<file path="config.mk">
export PLATFORM = sky130hd
export DESIGN_NAME = ddc_nco_bank_and_mixer
export DESIGN_NICKNAME = d
export VERILOG_FILES = /design/src/design/ddc_pkg.sv /design/src/design/ddc_osc_channel.sv /design/src/design/ddc_nco_bank_and_mixer.sv
export VERILOG_INCLUDE_DIRS = /design/src /design/src/design
export SDC_FILE = /design/constraint.sdc
export NUM_CORES = 2
export LEC_CHECK = 0
export BUFFER_PORTS_ARGS = -buffer_cell sky130_fd_sc_hd__buf_2
export CELL_PAD_IN_SITES_DETAIL_PLACEMENT = 1
export CELL_PAD_IN_SITES_GLOBAL_PLACEMENT = 2
export CORE_AREA = 2 2 472 474
export CTS_CLUSTER_SIZE = 40
export DETAILED_ROUTE_END_ITERATION = 8
export DIE_AREA = 0 0 474 476
export PLACE_DENSITY = 0.76
export SLEW_MARGIN = 10
export SYNTH_ARGS = -nofsm -noshare
export SYNTH_HDL_FRONTEND = slang
export SYNTH_HIERARCHICAL = 1
export SYNTH_SLANG_ARGS = --single-unit
</file>
<file path="constraint.sdc">
create_clock -name i_ref_clk -period 15.42 [get_ports i_ref_clk]
set_input_delay 3.855 -clock i_ref_clk [delete_from_list [all_inputs] [get_ports i_ref_clk]]
set_output_delay 3.855 -clock i_ref_clk [all_outputs]
set_load 0.02 [all_outputs]
</file>
<file path="src/design/ddc_cfg.svh">
`ifndef DDC_CFG_SVH
`define DDC_CFG_SVH
// Functional notes
// - Each channel's sample either bypasses to serial output or is mixed.
// - Mixer multiplies real sample by selected oscillator's complex exponential.
// - Oscillator frequency set by a 32-bit frequency word.
// - Each channel has four oscillators: own word, phase offset, accumulator.
// - All four accumulators advance every cycle, selected or not.
// - A change on the two selection pins switches the active oscillator.
// - Pin change reaches mixer in about 36-40 cycles, sample in about 36.
// - Selection-source bit 1 takes index from the channel's two pins.
// - Selection-source bit 0 (default) takes index from software field.
// - Select value 00..11 maps to oscillator 0..3; unused source ignored.
// - Channel B replicates channel A, input picked by a binding field.
// - Each accumulator has its own word, plus optional shared rational divider.
// - Each accumulator has its own phase offset word.
// - Divider zero: frequency is word times 2^-32 times device clock.
// - 16-bit phase offset left-justified to 32 bits, added to accumulator.
// - Rewriting a word leaves phase non-deterministic until resync.
`define DDC_ACC_W 32
`define DDC_OFS_W 16
`define DDC_NUM_OSC 4
`define DDC_SMP_W 12
`define DDC_TRIG_W 16
`define DDC_PROD_W 28
`define DDC_SYNC_STAGES 3
`define DDC_SMP_LAT 36
`define DDC_SEL_LAT 33
`define DDC_SRC_PINS 1'b1
`define DDC_RDIV_W 16
`define DDC_RDIV_BASIC 16'h0000
`endif

</file>
<file path="src/design/ddc_pkg.sv">
`include "ddc_cfg.svh"
package ddc_pkg;
  typedef logic [`DDC_ACC_W-1:0] acc_t;
  typedef logic [`DDC_OFS_W-1:0] ofs_t;
  typedef logic [1:0] osc_idx_t;
  typedef struct packed {
    acc_t [`DDC_NUM_OSC-1:0] freq_word;
    ofs_t [`DDC_NUM_OSC-1:0] phase_offset;
    osc_idx_t soft_osc_select;
  } chan_cfg_s;
  typedef struct packed {
    logic signed [`DDC_PROD_W-1:0] i;
    logic signed [`DDC_PROD_W-1:0] q;
  } iq_s;
endpackage

</file>
<file path="src/design/ddc_osc_channel.sv">
`timescale 1ns/100ps
`include "ddc_cfg.svh"
// One channel: four free-running accumulators, selector, mixer.
module ddc_osc_channel #(
  parameter int SMP_LAT = `DDC_SMP_LAT,
  parameter int SEL_LAT = `DDC_SEL_LAT
) (
  input wire logic i_ref_clk,
  input wire logic i_nrst,
  // Configuration
  input wire ddc_pkg::chan_cfg_s i_cfg,
  input wire logic [`DDC_RDIV_W-1:0] i_rational_step_divider,
  input wire logic i_osc_select_source,
  // Pins, already in clock domain after sync
  input wire ddc_pkg::osc_idx_t i_pin_sel,
  // Samples
  input wire logic signed [`DDC_SMP_W-1:0] i_sample,
  output ddc_pkg::iq_s o_mix,
  output ddc_pkg::osc_idx_t o_active_osc
);
  ddc_pkg::acc_t acc [`DDC_NUM_OSC];
  logic [`DDC_RDIV_W-1:0] frac_cnt;
  logic frac_wrap;
  logic signed [`DDC_SMP_W-1:0] smp_dly [SMP_LAT];
  ddc_pkg::osc_idx_t sel_dly [SEL_LAT];
  ddc_pkg::osc_idx_t next_sel;
  ddc_pkg::acc_t phase;
  logic signed [`DDC_TRIG_W-1:0] cos_v;
  logic signed [`DDC_TRIG_W-1:0] sin_v;

  // Coarse quadrant-plus-linear approximation; a full table would blow the area budget.
  function automatic logic signed [`DDC_TRIG_W-1:0] approx_cos(input ddc_pkg::acc_t p);
    logic [`DDC_TRIG_W-1:0] ramp;
    ramp = {1'b0, p[`DDC_ACC_W-3 -: `DDC_TRIG_W-1]};
    unique case (p[`DDC_ACC_W-1 -: 2])
      2'b00: approx_cos = $signed(16'h7fff - ramp);
      2'b01: approx_cos = -$signed(ramp);
      2'b10: approx_cos = $signed(ramp) - $signed(16'h7fff);
      2'b11: approx_cos = $signed(ramp);
    endcase
  endfunction

  // Rational mode: divider counts samples; at zero the accumulators run basic
  always_ff @(posedge i_ref_clk or negedge i_nrst) begin
    if (!i_nrst) begin
      frac_cnt <= '0;
    end else if (i_rational_step_divider == `DDC_RDIV_BASIC ||
                 frac_cnt == i_rational_step_divider - 16'h0001) begin
      frac_cnt <= '0;
    end else begin
      frac_cnt <= frac_cnt + 16'h0001;
    end
  end
  assign frac_wrap = (i_rational_step_divider != `DDC_RDIV_BASIC) &&
                     (frac_cnt == i_rational_step_divider - 16'h0001);

  // Word rewrites take effect at once; phase is not resynchronised
  always_ff @(posedge i_ref_clk or negedge i_nrst) begin
    if (!i_nrst) begin
      for (int k = 0; k < `DDC_NUM_OSC; k++) acc[k] <= '0;
    end else begin
      for (int k = 0; k < `DDC_NUM_OSC; k++) begin
        // Modulo 2^32 wrap by plain truncation
        acc[k] <= acc[k] + i_cfg.freq_word[k] + {31'h0, frac_wrap};
      end
    end
  end

  always_comb begin
    if (i_osc_select_source == `DDC_SRC_PINS) begin
      next_sel = i_pin_sel;
    end else begin
      next_sel = i_cfg.soft_osc_select;
    end
  end

  // Delay lines align pin and sample latency to the mixer
  always_ff @(posedge i_ref_clk or negedge i_nrst) begin
    if (!i_nrst) begin
      for (int k = 0; k < SMP_LAT; k++) smp_dly[k] <= '0;
      for (int k = 0; k < SEL_LAT; k++) sel_dly[k] <= '0;
    end else begin
      smp_dly[0] <= i_sample;
      sel_dly[0] <= next_sel;
      for (int k = 1; k < SMP_LAT; k++) smp_dly[k] <= smp_dly[k-1];
      for (int k = 1; k < SEL_LAT; k++) sel_dly[k] <= sel_dly[k-1];
    end
  end

  // Binary index straight into the bank
  assign phase = acc[sel_dly[SEL_LAT-1]] +
                 {i_cfg.phase_offset[sel_dly[SEL_LAT-1]], 16'h0000};
  assign cos_v = approx_cos(phase);
  assign sin_v = approx_cos(phase - 32'h40000000);

  // x * e^{jwn}: I = x cos, Q = x sin
  always_ff @(posedge i_ref_clk or negedge i_nrst) begin
    if (!i_nrst) begin
      o_mix <= '0;
      o_active_osc <= '0;
    end else begin
      o_mix.i <= smp_dly[SMP_LAT-1] * cos_v;
      o_mix.q <= smp_dly[SMP_LAT-1] * sin_v;
      o_active_osc <= sel_dly[SEL_LAT-1];
    end
  end
endmodule

</file>
<file path="src/design/ddc_nco_bank_and_mixer.sv">
`timescale 1ns/100ps
`include "ddc_cfg.svh"
module ddc_nco_bank_and_mixer (
  input wire logic i_ref_clk,
  input wire logic i_nrst,
  // Converter samples
  input wire logic signed [`DDC_SMP_W-1:0] i_sample_a,
  input wire logic signed [`DDC_SMP_W-1:0] i_sample_b,
  // Configuration
  input wire logic i_osc_select_source,
  input wire logic i_ddc_bypass,
  input wire logic i_chan_b_input_binding,
  input wire logic [`DDC_RDIV_W-1:0] i_rational_step_divider,
  input wire ddc_pkg::chan_cfg_s i_chan_a_cfg,
  input wire ddc_pkg::chan_cfg_s i_chan_b_cfg,
  // Hop pins
  input wire logic i_chan_a_hop_pin_lo,
  input wire logic i_chan_a_hop_pin_hi,
  input wire logic i_chan_b_hop_pin_lo,
  input wire logic i_chan_b_hop_pin_hi,
  // Outputs
  output ddc_pkg::iq_s o_chan_a_mix,
  output ddc_pkg::iq_s o_chan_b_mix,
  output logic signed [`DDC_SMP_W-1:0] o_bypass_a,
  output logic signed [`DDC_SMP_W-1:0] o_bypass_b,
  output logic o_bypass_active,
  output ddc_pkg::osc_idx_t o_chan_a_active_osc,
  output ddc_pkg::osc_idx_t o_chan_b_active_osc
);
  logic [1:0] pin_sync_a [`DDC_SYNC_STAGES];
  logic [1:0] pin_sync_b [`DDC_SYNC_STAGES];
  logic signed [`DDC_SMP_W-1:0] src_b;

  // Pins are asynchronous; stage 0 is read only by stage 1
  always_ff @(posedge i_ref_clk or negedge i_nrst) begin
    if (!i_nrst) begin
      for (int k = 0; k < `DDC_SYNC_STAGES; k++) begin
        pin_sync_a[k] <= '0;
        pin_sync_b[k] <= '0;
      end
    end else begin
      pin_sync_a[0] <= {i_chan_a_hop_pin_hi, i_chan_a_hop_pin_lo};
      pin_sync_b[0] <= {i_chan_b_hop_pin_hi, i_chan_b_hop_pin_lo};
      for (int k = 1; k < `DDC_SYNC_STAGES; k++) begin
        pin_sync_a[k] <= pin_sync_a[k-1];
        pin_sync_b[k] <= pin_sync_b[k-1];
      end
    end
  end

  assign src_b = i_chan_b_input_binding ? i_sample_a : i_sample_b;

  ddc_osc_channel u_chan_a (
    .i_ref_clk(i_ref_clk),
    .i_nrst(i_nrst),
    .i_cfg(i_chan_a_cfg),
    .i_rational_step_divider(i_rational_step_divider),
    .i_osc_select_source(i_osc_select_source),
    .i_pin_sel(pin_sync_a[`DDC_SYNC_STAGES-1]),
    .i_sample(i_sample_a),
    .o_mix(o_chan_a_mix),
    .o_active_osc(o_chan_a_active_osc)
  );

  ddc_osc_channel u_chan_b (
    .i_ref_clk(i_ref_clk),
    .i_nrst(i_nrst),
    .i_cfg(i_chan_b_cfg),
    .i_rational_step_divider(i_rational_step_divider),
    .i_osc_select_source(i_osc_select_source),
    .i_pin_sel(pin_sync_b[`DDC_SYNC_STAGES-1]),
    .i_sample(src_b),
    .o_mix(o_chan_b_mix),
    .o_active_osc(o_chan_b_active_osc)
  );

  // Bypass path registered once; mixer path keeps running regardless
  always_ff @(posedge i_ref_clk or negedge i_nrst) begin
    if (!i_nrst) begin
      o_bypass_a <= '0;
      o_bypass_b <= '0;
      o_bypass_active <= 1'b0;
    end else begin
      o_bypass_a <= i_ddc_bypass ? i_sample_a : '0;
      o_bypass_b <= i_ddc_bypass ? src_b : '0;
      o_bypass_active <= i_ddc_bypass;
    end
  end
endmodule

</file>
; After elaboration in Yosys (flattened, before gate mapping)
; Index checks and enable logic that the tools add are counted.
[totals]
regBits = 1437
input_bits = 437
[classes]
n_addsub = 35
multipliers = 4
order_cmp = 4
n_eq_ne = 14
mux = 21
bitwise = 2
reduce_logical = 10
[op_table]
columns = cell, n
row1 = adder 32 bit, 10
row2 = adder 32 x 1 -> 32 bit, 8
row3 = case mux 16 bit (4 select lines), 4
row4 = binary-select mux 32 bit (select 2 bit), 2
row5 = two-way mux 32 bit, 4
row6 = multiplier 12 x 16 -> 28 bit, 4
row7 = binary-select mux 16 bit (select 2 bit), 2
row8 = two-way mux 16 bit, 4
row9 = negation 15 -> 16 bit, 4
row10 = "subtractor 15 x 15 -> 16 bit, first input constant", 4
row11 = "subtractor 15 x 15 -> 16 bit, second input constant", 4
row12 = "subtractor 32 x 31 -> 32 bit, second input constant", 2
row13 = two-way mux 12 bit, 3
row14 = "adder 16 x 1 -> 16 bit, second input constant", 2
row15 = equality test 16 bit, 2
row16 = "equality test 2 bit, second input constant", 8
row17 = logical NOT 16 bit, 1
row18 = nonzero test 16 bit, 1
row19 = "subtractor 16 x 1 -> 16 bit, second input constant", 1
row20 = "equality test 2 x 1 -> 1 bit, second input constant", 4
row21 = logical NOT 2 bit, 4
row22 = "greater-or-equal comparator 3 bit, second input constant", 2
row23 = "less-than comparator 2 x 3 -> 1 bit, second input constant", 2
row24 = inverter 2 -> 3 bit, 2
row25 = other kinds (3), 6

; Logic depth before layout (Yosys ltp)
[logic_depth]
depth_word = 9
ltp_mapped = 36

; Hierarchy
; Netlist, hierarchy kept.
[by_module_without_submodules]
columns = mod, n_inst, cells_each, area_each_um2, seq_area_each_um2
row1 = ddc_osc_channel at u_chan_a, 1, 3597, 41285.8, 17516.8
row2 = ddc_osc_channel at u_chan_b, 1, 3561, 40966.8, 17516.8
row3 = ddc_nco_bank_and_mixer, 1, 76, 1272.5, 925.9

; Worst setup path before layout
; Ideal clock, no wire load.
[synth_path]
path_type = input -> register
startpoint = input port i_chan_b_cfg[50] (netlist name)
endpoint = register u_chan_b/o_mix[27] (netlist name)
setup_time_ns = 0.080
t_arrival_ns = 11.897
t_required_ns = 15.340
slack_ns = 3.443
stages = 30
n_path_buf = 1
cell_sequence = mux4_2 > ha_1 > fa_1 > a21o_1 > a221oi_4 > o211a_1 > nor3_1 > nor3_4 > buf_2 > nor2_1 > o21a_1 > or3_1 > a21boi_0 > fa_1 > inv_1 > fa_1 > fa_1 > fa_1 > inv_1 > fa_1 > ha_1 > a21o_1 > a21o_1 > or3_1 > o2111a_1 > o21ba_2 > a2111oi_0 > o21bai_1 > a21oi_1 > xnor2_1
[synth_between]
elab_chain_len = 7
word_cells_on_any_way = 13
[synth_rtl]
columns = item, line
row1 = start: declaration, ddc_nco_bank_and_mixer.sv:15  ; input wire ddc_pkg::chan_cfg_s i_chan_b_cfg,
row2 = binary-select mux 16 bit (select 2 bit) (*), ddc_osc_channel.sv:92  ; {i_cfg.phase_offset[sel_dly[SEL_LAT-1]], 16'h0000};
row3 = two-way mux 16 bit (not written as such) (*), ddc_osc_channel.sv:92
row4 = adder 32 bit (*), ddc_osc_channel.sv:91  ; assign phase = acc[sel_dly[SEL_LAT-1]] +
row5 = subtractor 32 x 31 -> 32 bit (*), ddc_osc_channel.sv:94  ; assign sin_v = approx_cos(phase - 32'h40000000);
row6 = "subtractor 15 x 15 -> 16 bit, or another cell as far along", ddc_osc_channel.sv:38  ; 2'b10: approx_cos = $signed(ramp) - $signed(16'h7fff);
row7 = case mux 16 bit (4 select lines) (*), ddc_osc_channel.sv:35  ; unique case (p[`DDC_ACC_W-1 -: 2])
row8 = multiplier 12 x 16 -> 28 bit (*), ddc_osc_channel.sv:103  ; o_mix.q <= smp_dly[SMP_LAT-1] * sin_v;
row9 = end: declaration, ddc_osc_channel.sv:18  ; output ddc_pkg::iq_s o_mix,
; Mark *: on every way between the ends. The rest lies on a longest branch, timed or not. The select of a mux whose other input is x is not followed.

; Worst setup path in the final report
[layout_path]
startpoint = input port i_chan_a_cfg[22] (netlist name)
endpoint = register u_chan_a/o_mix[54] (netlist name)
[layout_between]
elab_chain_len = 6
word_cells_on_any_way = 12
[layout_rtl]
columns = item, line
row1 = start: declaration, ddc_nco_bank_and_mixer.sv:14  ; input wire ddc_pkg::chan_cfg_s i_chan_a_cfg,
row2 = binary-select mux 16 bit (select 2 bit) (*), ddc_osc_channel.sv:92
row3 = two-way mux 16 bit (not written as such) (*), ddc_osc_channel.sv:92
row4 = adder 32 bit (*), ddc_osc_channel.sv:91
row5 = "subtractor 15 x 15 -> 16 bit, or another cell as far along", ddc_osc_channel.sv:38
row6 = case mux 16 bit (4 select lines) (*), ddc_osc_channel.sv:35
row7 = multiplier 12 x 16 -> 28 bit (*), ddc_osc_channel.sv:102  ; o_mix.i <= smp_dly[SMP_LAT-1] * cos_v;
row8 = end: declaration, ddc_osc_channel.sv:18
; Marks and branches as above.

==> metrics.txt <==
WL final 227,000 um; MaxCap Viol Count 0; DRT iter0 DRCs 2,359; CTS tree yes; FF-to-FF setup slack 4.27 ns; Async SR Flop Fraction 100%; setup repair bufs after CTS 0; final hold viol count 0; # rows 173; Die X-Extent 474 um; Highest Clock Rate 0.0768 GHz; Bufs on Longest Clock Path 3; synthesized area 0.0835 mm2; synth unique cells 111; initial antenna violation count 87; Worst Path Required 16.10 ns; CTS resizes 0; HPWL after DPL 172,000 um; area of the core 0.221 mm2; largest net degree at the start of global routing 194; Crit Path Class primary input to register; Post-Synthesis Cells 7,234; first-pass GRT wire length 358,000 um; main flop type after synthesis dfrtp_1; layout cells sized above 1 14.1%; fin. max-slew vios 0; DRT antenna net count 0; RSZ-0062 raised after global routing no; Reg clk slew, reported paths 0.06 ns; die area 0.226 mm2; Port-buffer cells 577; worst min path class register to register; sequential-to-total area share from yosys stat 43.1%; Critical Path Slowest Stage Cell xor2_1; CP arrival 13.70 ns; final RePlAce weighted congestion 0.850; Layout area overhead 14.7%; crit-path most repeated cell fa_1; startpoint types primary input; IO Count 578; Tcrit/Tclk final 84.5%; Ys Warns 6; most numerous cell in the Yosys netlist dfrtp_1; Nets 9,534; Root Driver clkbuf_16; Mapped Nets 8,915; Yosys top cell by area dfrtp_1; Worst Skew 0.0900 ns; synth top area cells dfrtp_1, fa_1, ha_1, inv_1, xnor2_1; CTS Buf Count 160; final setup vio count 0; outcome completed; die height 476 um; via/cell ratio 4.97; slowest stage delay, CP 0.97 ns; Rel. slew slack 18.8%; worst skew pair latency 0.83 ns; share of the synthesized area in the top cell type 43.1%; Tightest Pin Transition 1.21 ns; Starting Density 37.8%; grt ovf 0; Sink Count 1,437; first drt pass iteration count 6; Global Route Usage Sum 20.6%; DRC 0; H-tree levels 4; vias post-DR 54,499; post-layout min period 13.02 ns; CP delay by family, top adder cells; CP Buf/Inv Count 4; Setup crit end kind register; Post-synth EDFFs 0; Crit Path Max Fanout 19; hold buffer count at cts 0; #FFs+latches synth 1,437; drt wl/cell 20.7 um; Post-synth top cells dfrtp_1, inv_1, fa_1; Synth Area per Inst 11.5 um2; number of global-route vias before repair 61,708; setup TNS 0 ns
-- logic make-up (layout without fill, tap and decap cells) --
| family | after synthesis | count (layout) | share of synthesized area, % |
|---|---|---|---|
| adders and majority gates | 1244 | 1244 | 25.2 |
| buffers and inverters | 1174 | 1925 | 5.45 |
| other | 0 | 13 | 0 |
| AOI/OAI and AO/OA | 1103 | 1103 | 8.81 |
| DFF | 1437 | 1437 | 43.1 |
| muxes | 99 | 99 | 2.22 |
| and+or+nand+nor | 1699 | 1699 | 10.2 |
| xor gates and xnor gates | 478 | 478 | 5.07 |
-- final cells by class --
type | count | area, um2
Multi-Input combinational cell | 4623 | 43100
Fill cell | 23805 | 125000
Timing Repair Buffer | 674 | 3670
Inverter | 957 | 3590
Clock buffer | 208 | 4450
Antenna cell | 13 | 32.5
Clock inverter | 86 | 1270
Sequential cell | 1437 | 36000
Tap cell | 2975 | 3720
-- metal layers --
layer  wire, um  GRT usage, %  part of all wire, %  vias to the layer above
li1           -             -                    -                    24842
met1      93200          25.1                   41                    28176
met2     113000          35.9                   50                      933
met3      11200          4.55                  4.9                      432
met4       8630          7.09                  3.8                      116
met5        713             0                 0.31                        -
-- worst paths after layout --
path,end,depth (start not counted),from
max,u_chan_a/o_mix[54],29,i_chan_a_cfg[22]
min,u_chan_a/smp_dly[310],0,u_chan_a/smp_dly[322]
max reg2reg,u_chan_b/o_mix[54],30,u_chan_b/sel_dly[0]
min reg2reg,u_chan_a/smp_dly[310],0,u_chan_a/smp_dly[322]
max in group asynchronous,u_chan_b/smp_dly[236],4,i_nrst
min in group asynchronous,u_chan_a/o_mix[38],1,i_nrst
-- registers in the layout (all words and copies together) (netlist names), 16 cells and up --
register           count
u_chan_a/acc         128
u_chan_b/frac_cnt     16
u_chan_a/o_mix        56
u_chan_b/o_mix        56
u_chan_a/sel_dly      66
u_chan_b/smp_dly     432
u_chan_b/acc         128
u_chan_a/smp_dly     432
u_chan_b/sel_dly      66
u_chan_a/frac_cnt     16
-- placed cells by master (no fill, tap or decap), types with 21 or more instances in the layout --
cell / instances
a211oi_1: 26
a21boi_0: 32
a21o_1: 144
a21oi_1: 325
a31oi_1: 43
and2_1: 312
and3_1: 66
buf_2: 576
buf_4: 94
clkbuf_1: 21
clkbuf_16: 160
clkbuf_8: 27
clkinv_2: 32
dfrtp_1: 1430
fa_1: 730
ha_1: 514
inv_1: 954
mux4_2: 64
nand2_1: 524
nand2b_1: 54
nand3_1: 106
nand4_1: 38
nor2_1: 316
nor2b_1: 59
nor3_1: 84
nor3b_1: 22
o211ai_1: 22
o21a_1: 76
o21ai_0: 167
o21bai_1: 44
or3_1: 25
xnor2_1: 319
xor2_1: 148
-- stage by stage --
stage                     setup WS [ns]  utilization, %  std cells  hold slack (ns)  instance area (um2)
final                              2.40            43.4      10973            0.289                95800
after global routing               1.88            43.3      10963            0.315                95800
after CTS                          2.42            43.3      10960            0.292                95800
after detailed placement           1.64            40.7      10666            0.335                90000
after global placement             1.83            40.7      10666            0.331                90000
after floorplan                    3.44               -       7234            0.331                83500
-- worst reg2reg max path: cells and delay by family (launching register included) --
family	cells	cell delay [ns]
AO/OA/AOI/OAI	11	3.17
XOR/XNOR	2	1.05
adder cells (fa/ha/maj)	8	3.62
flip-flops	1	0.73
buffers and inverters	4	0.67
AND/OR/NAND/NOR	4	1.12
multiplexers	1	0.76
Power is not shown: default switching activity piles up to over one toggle a cycle in this logic, so the estimate is an artifact.
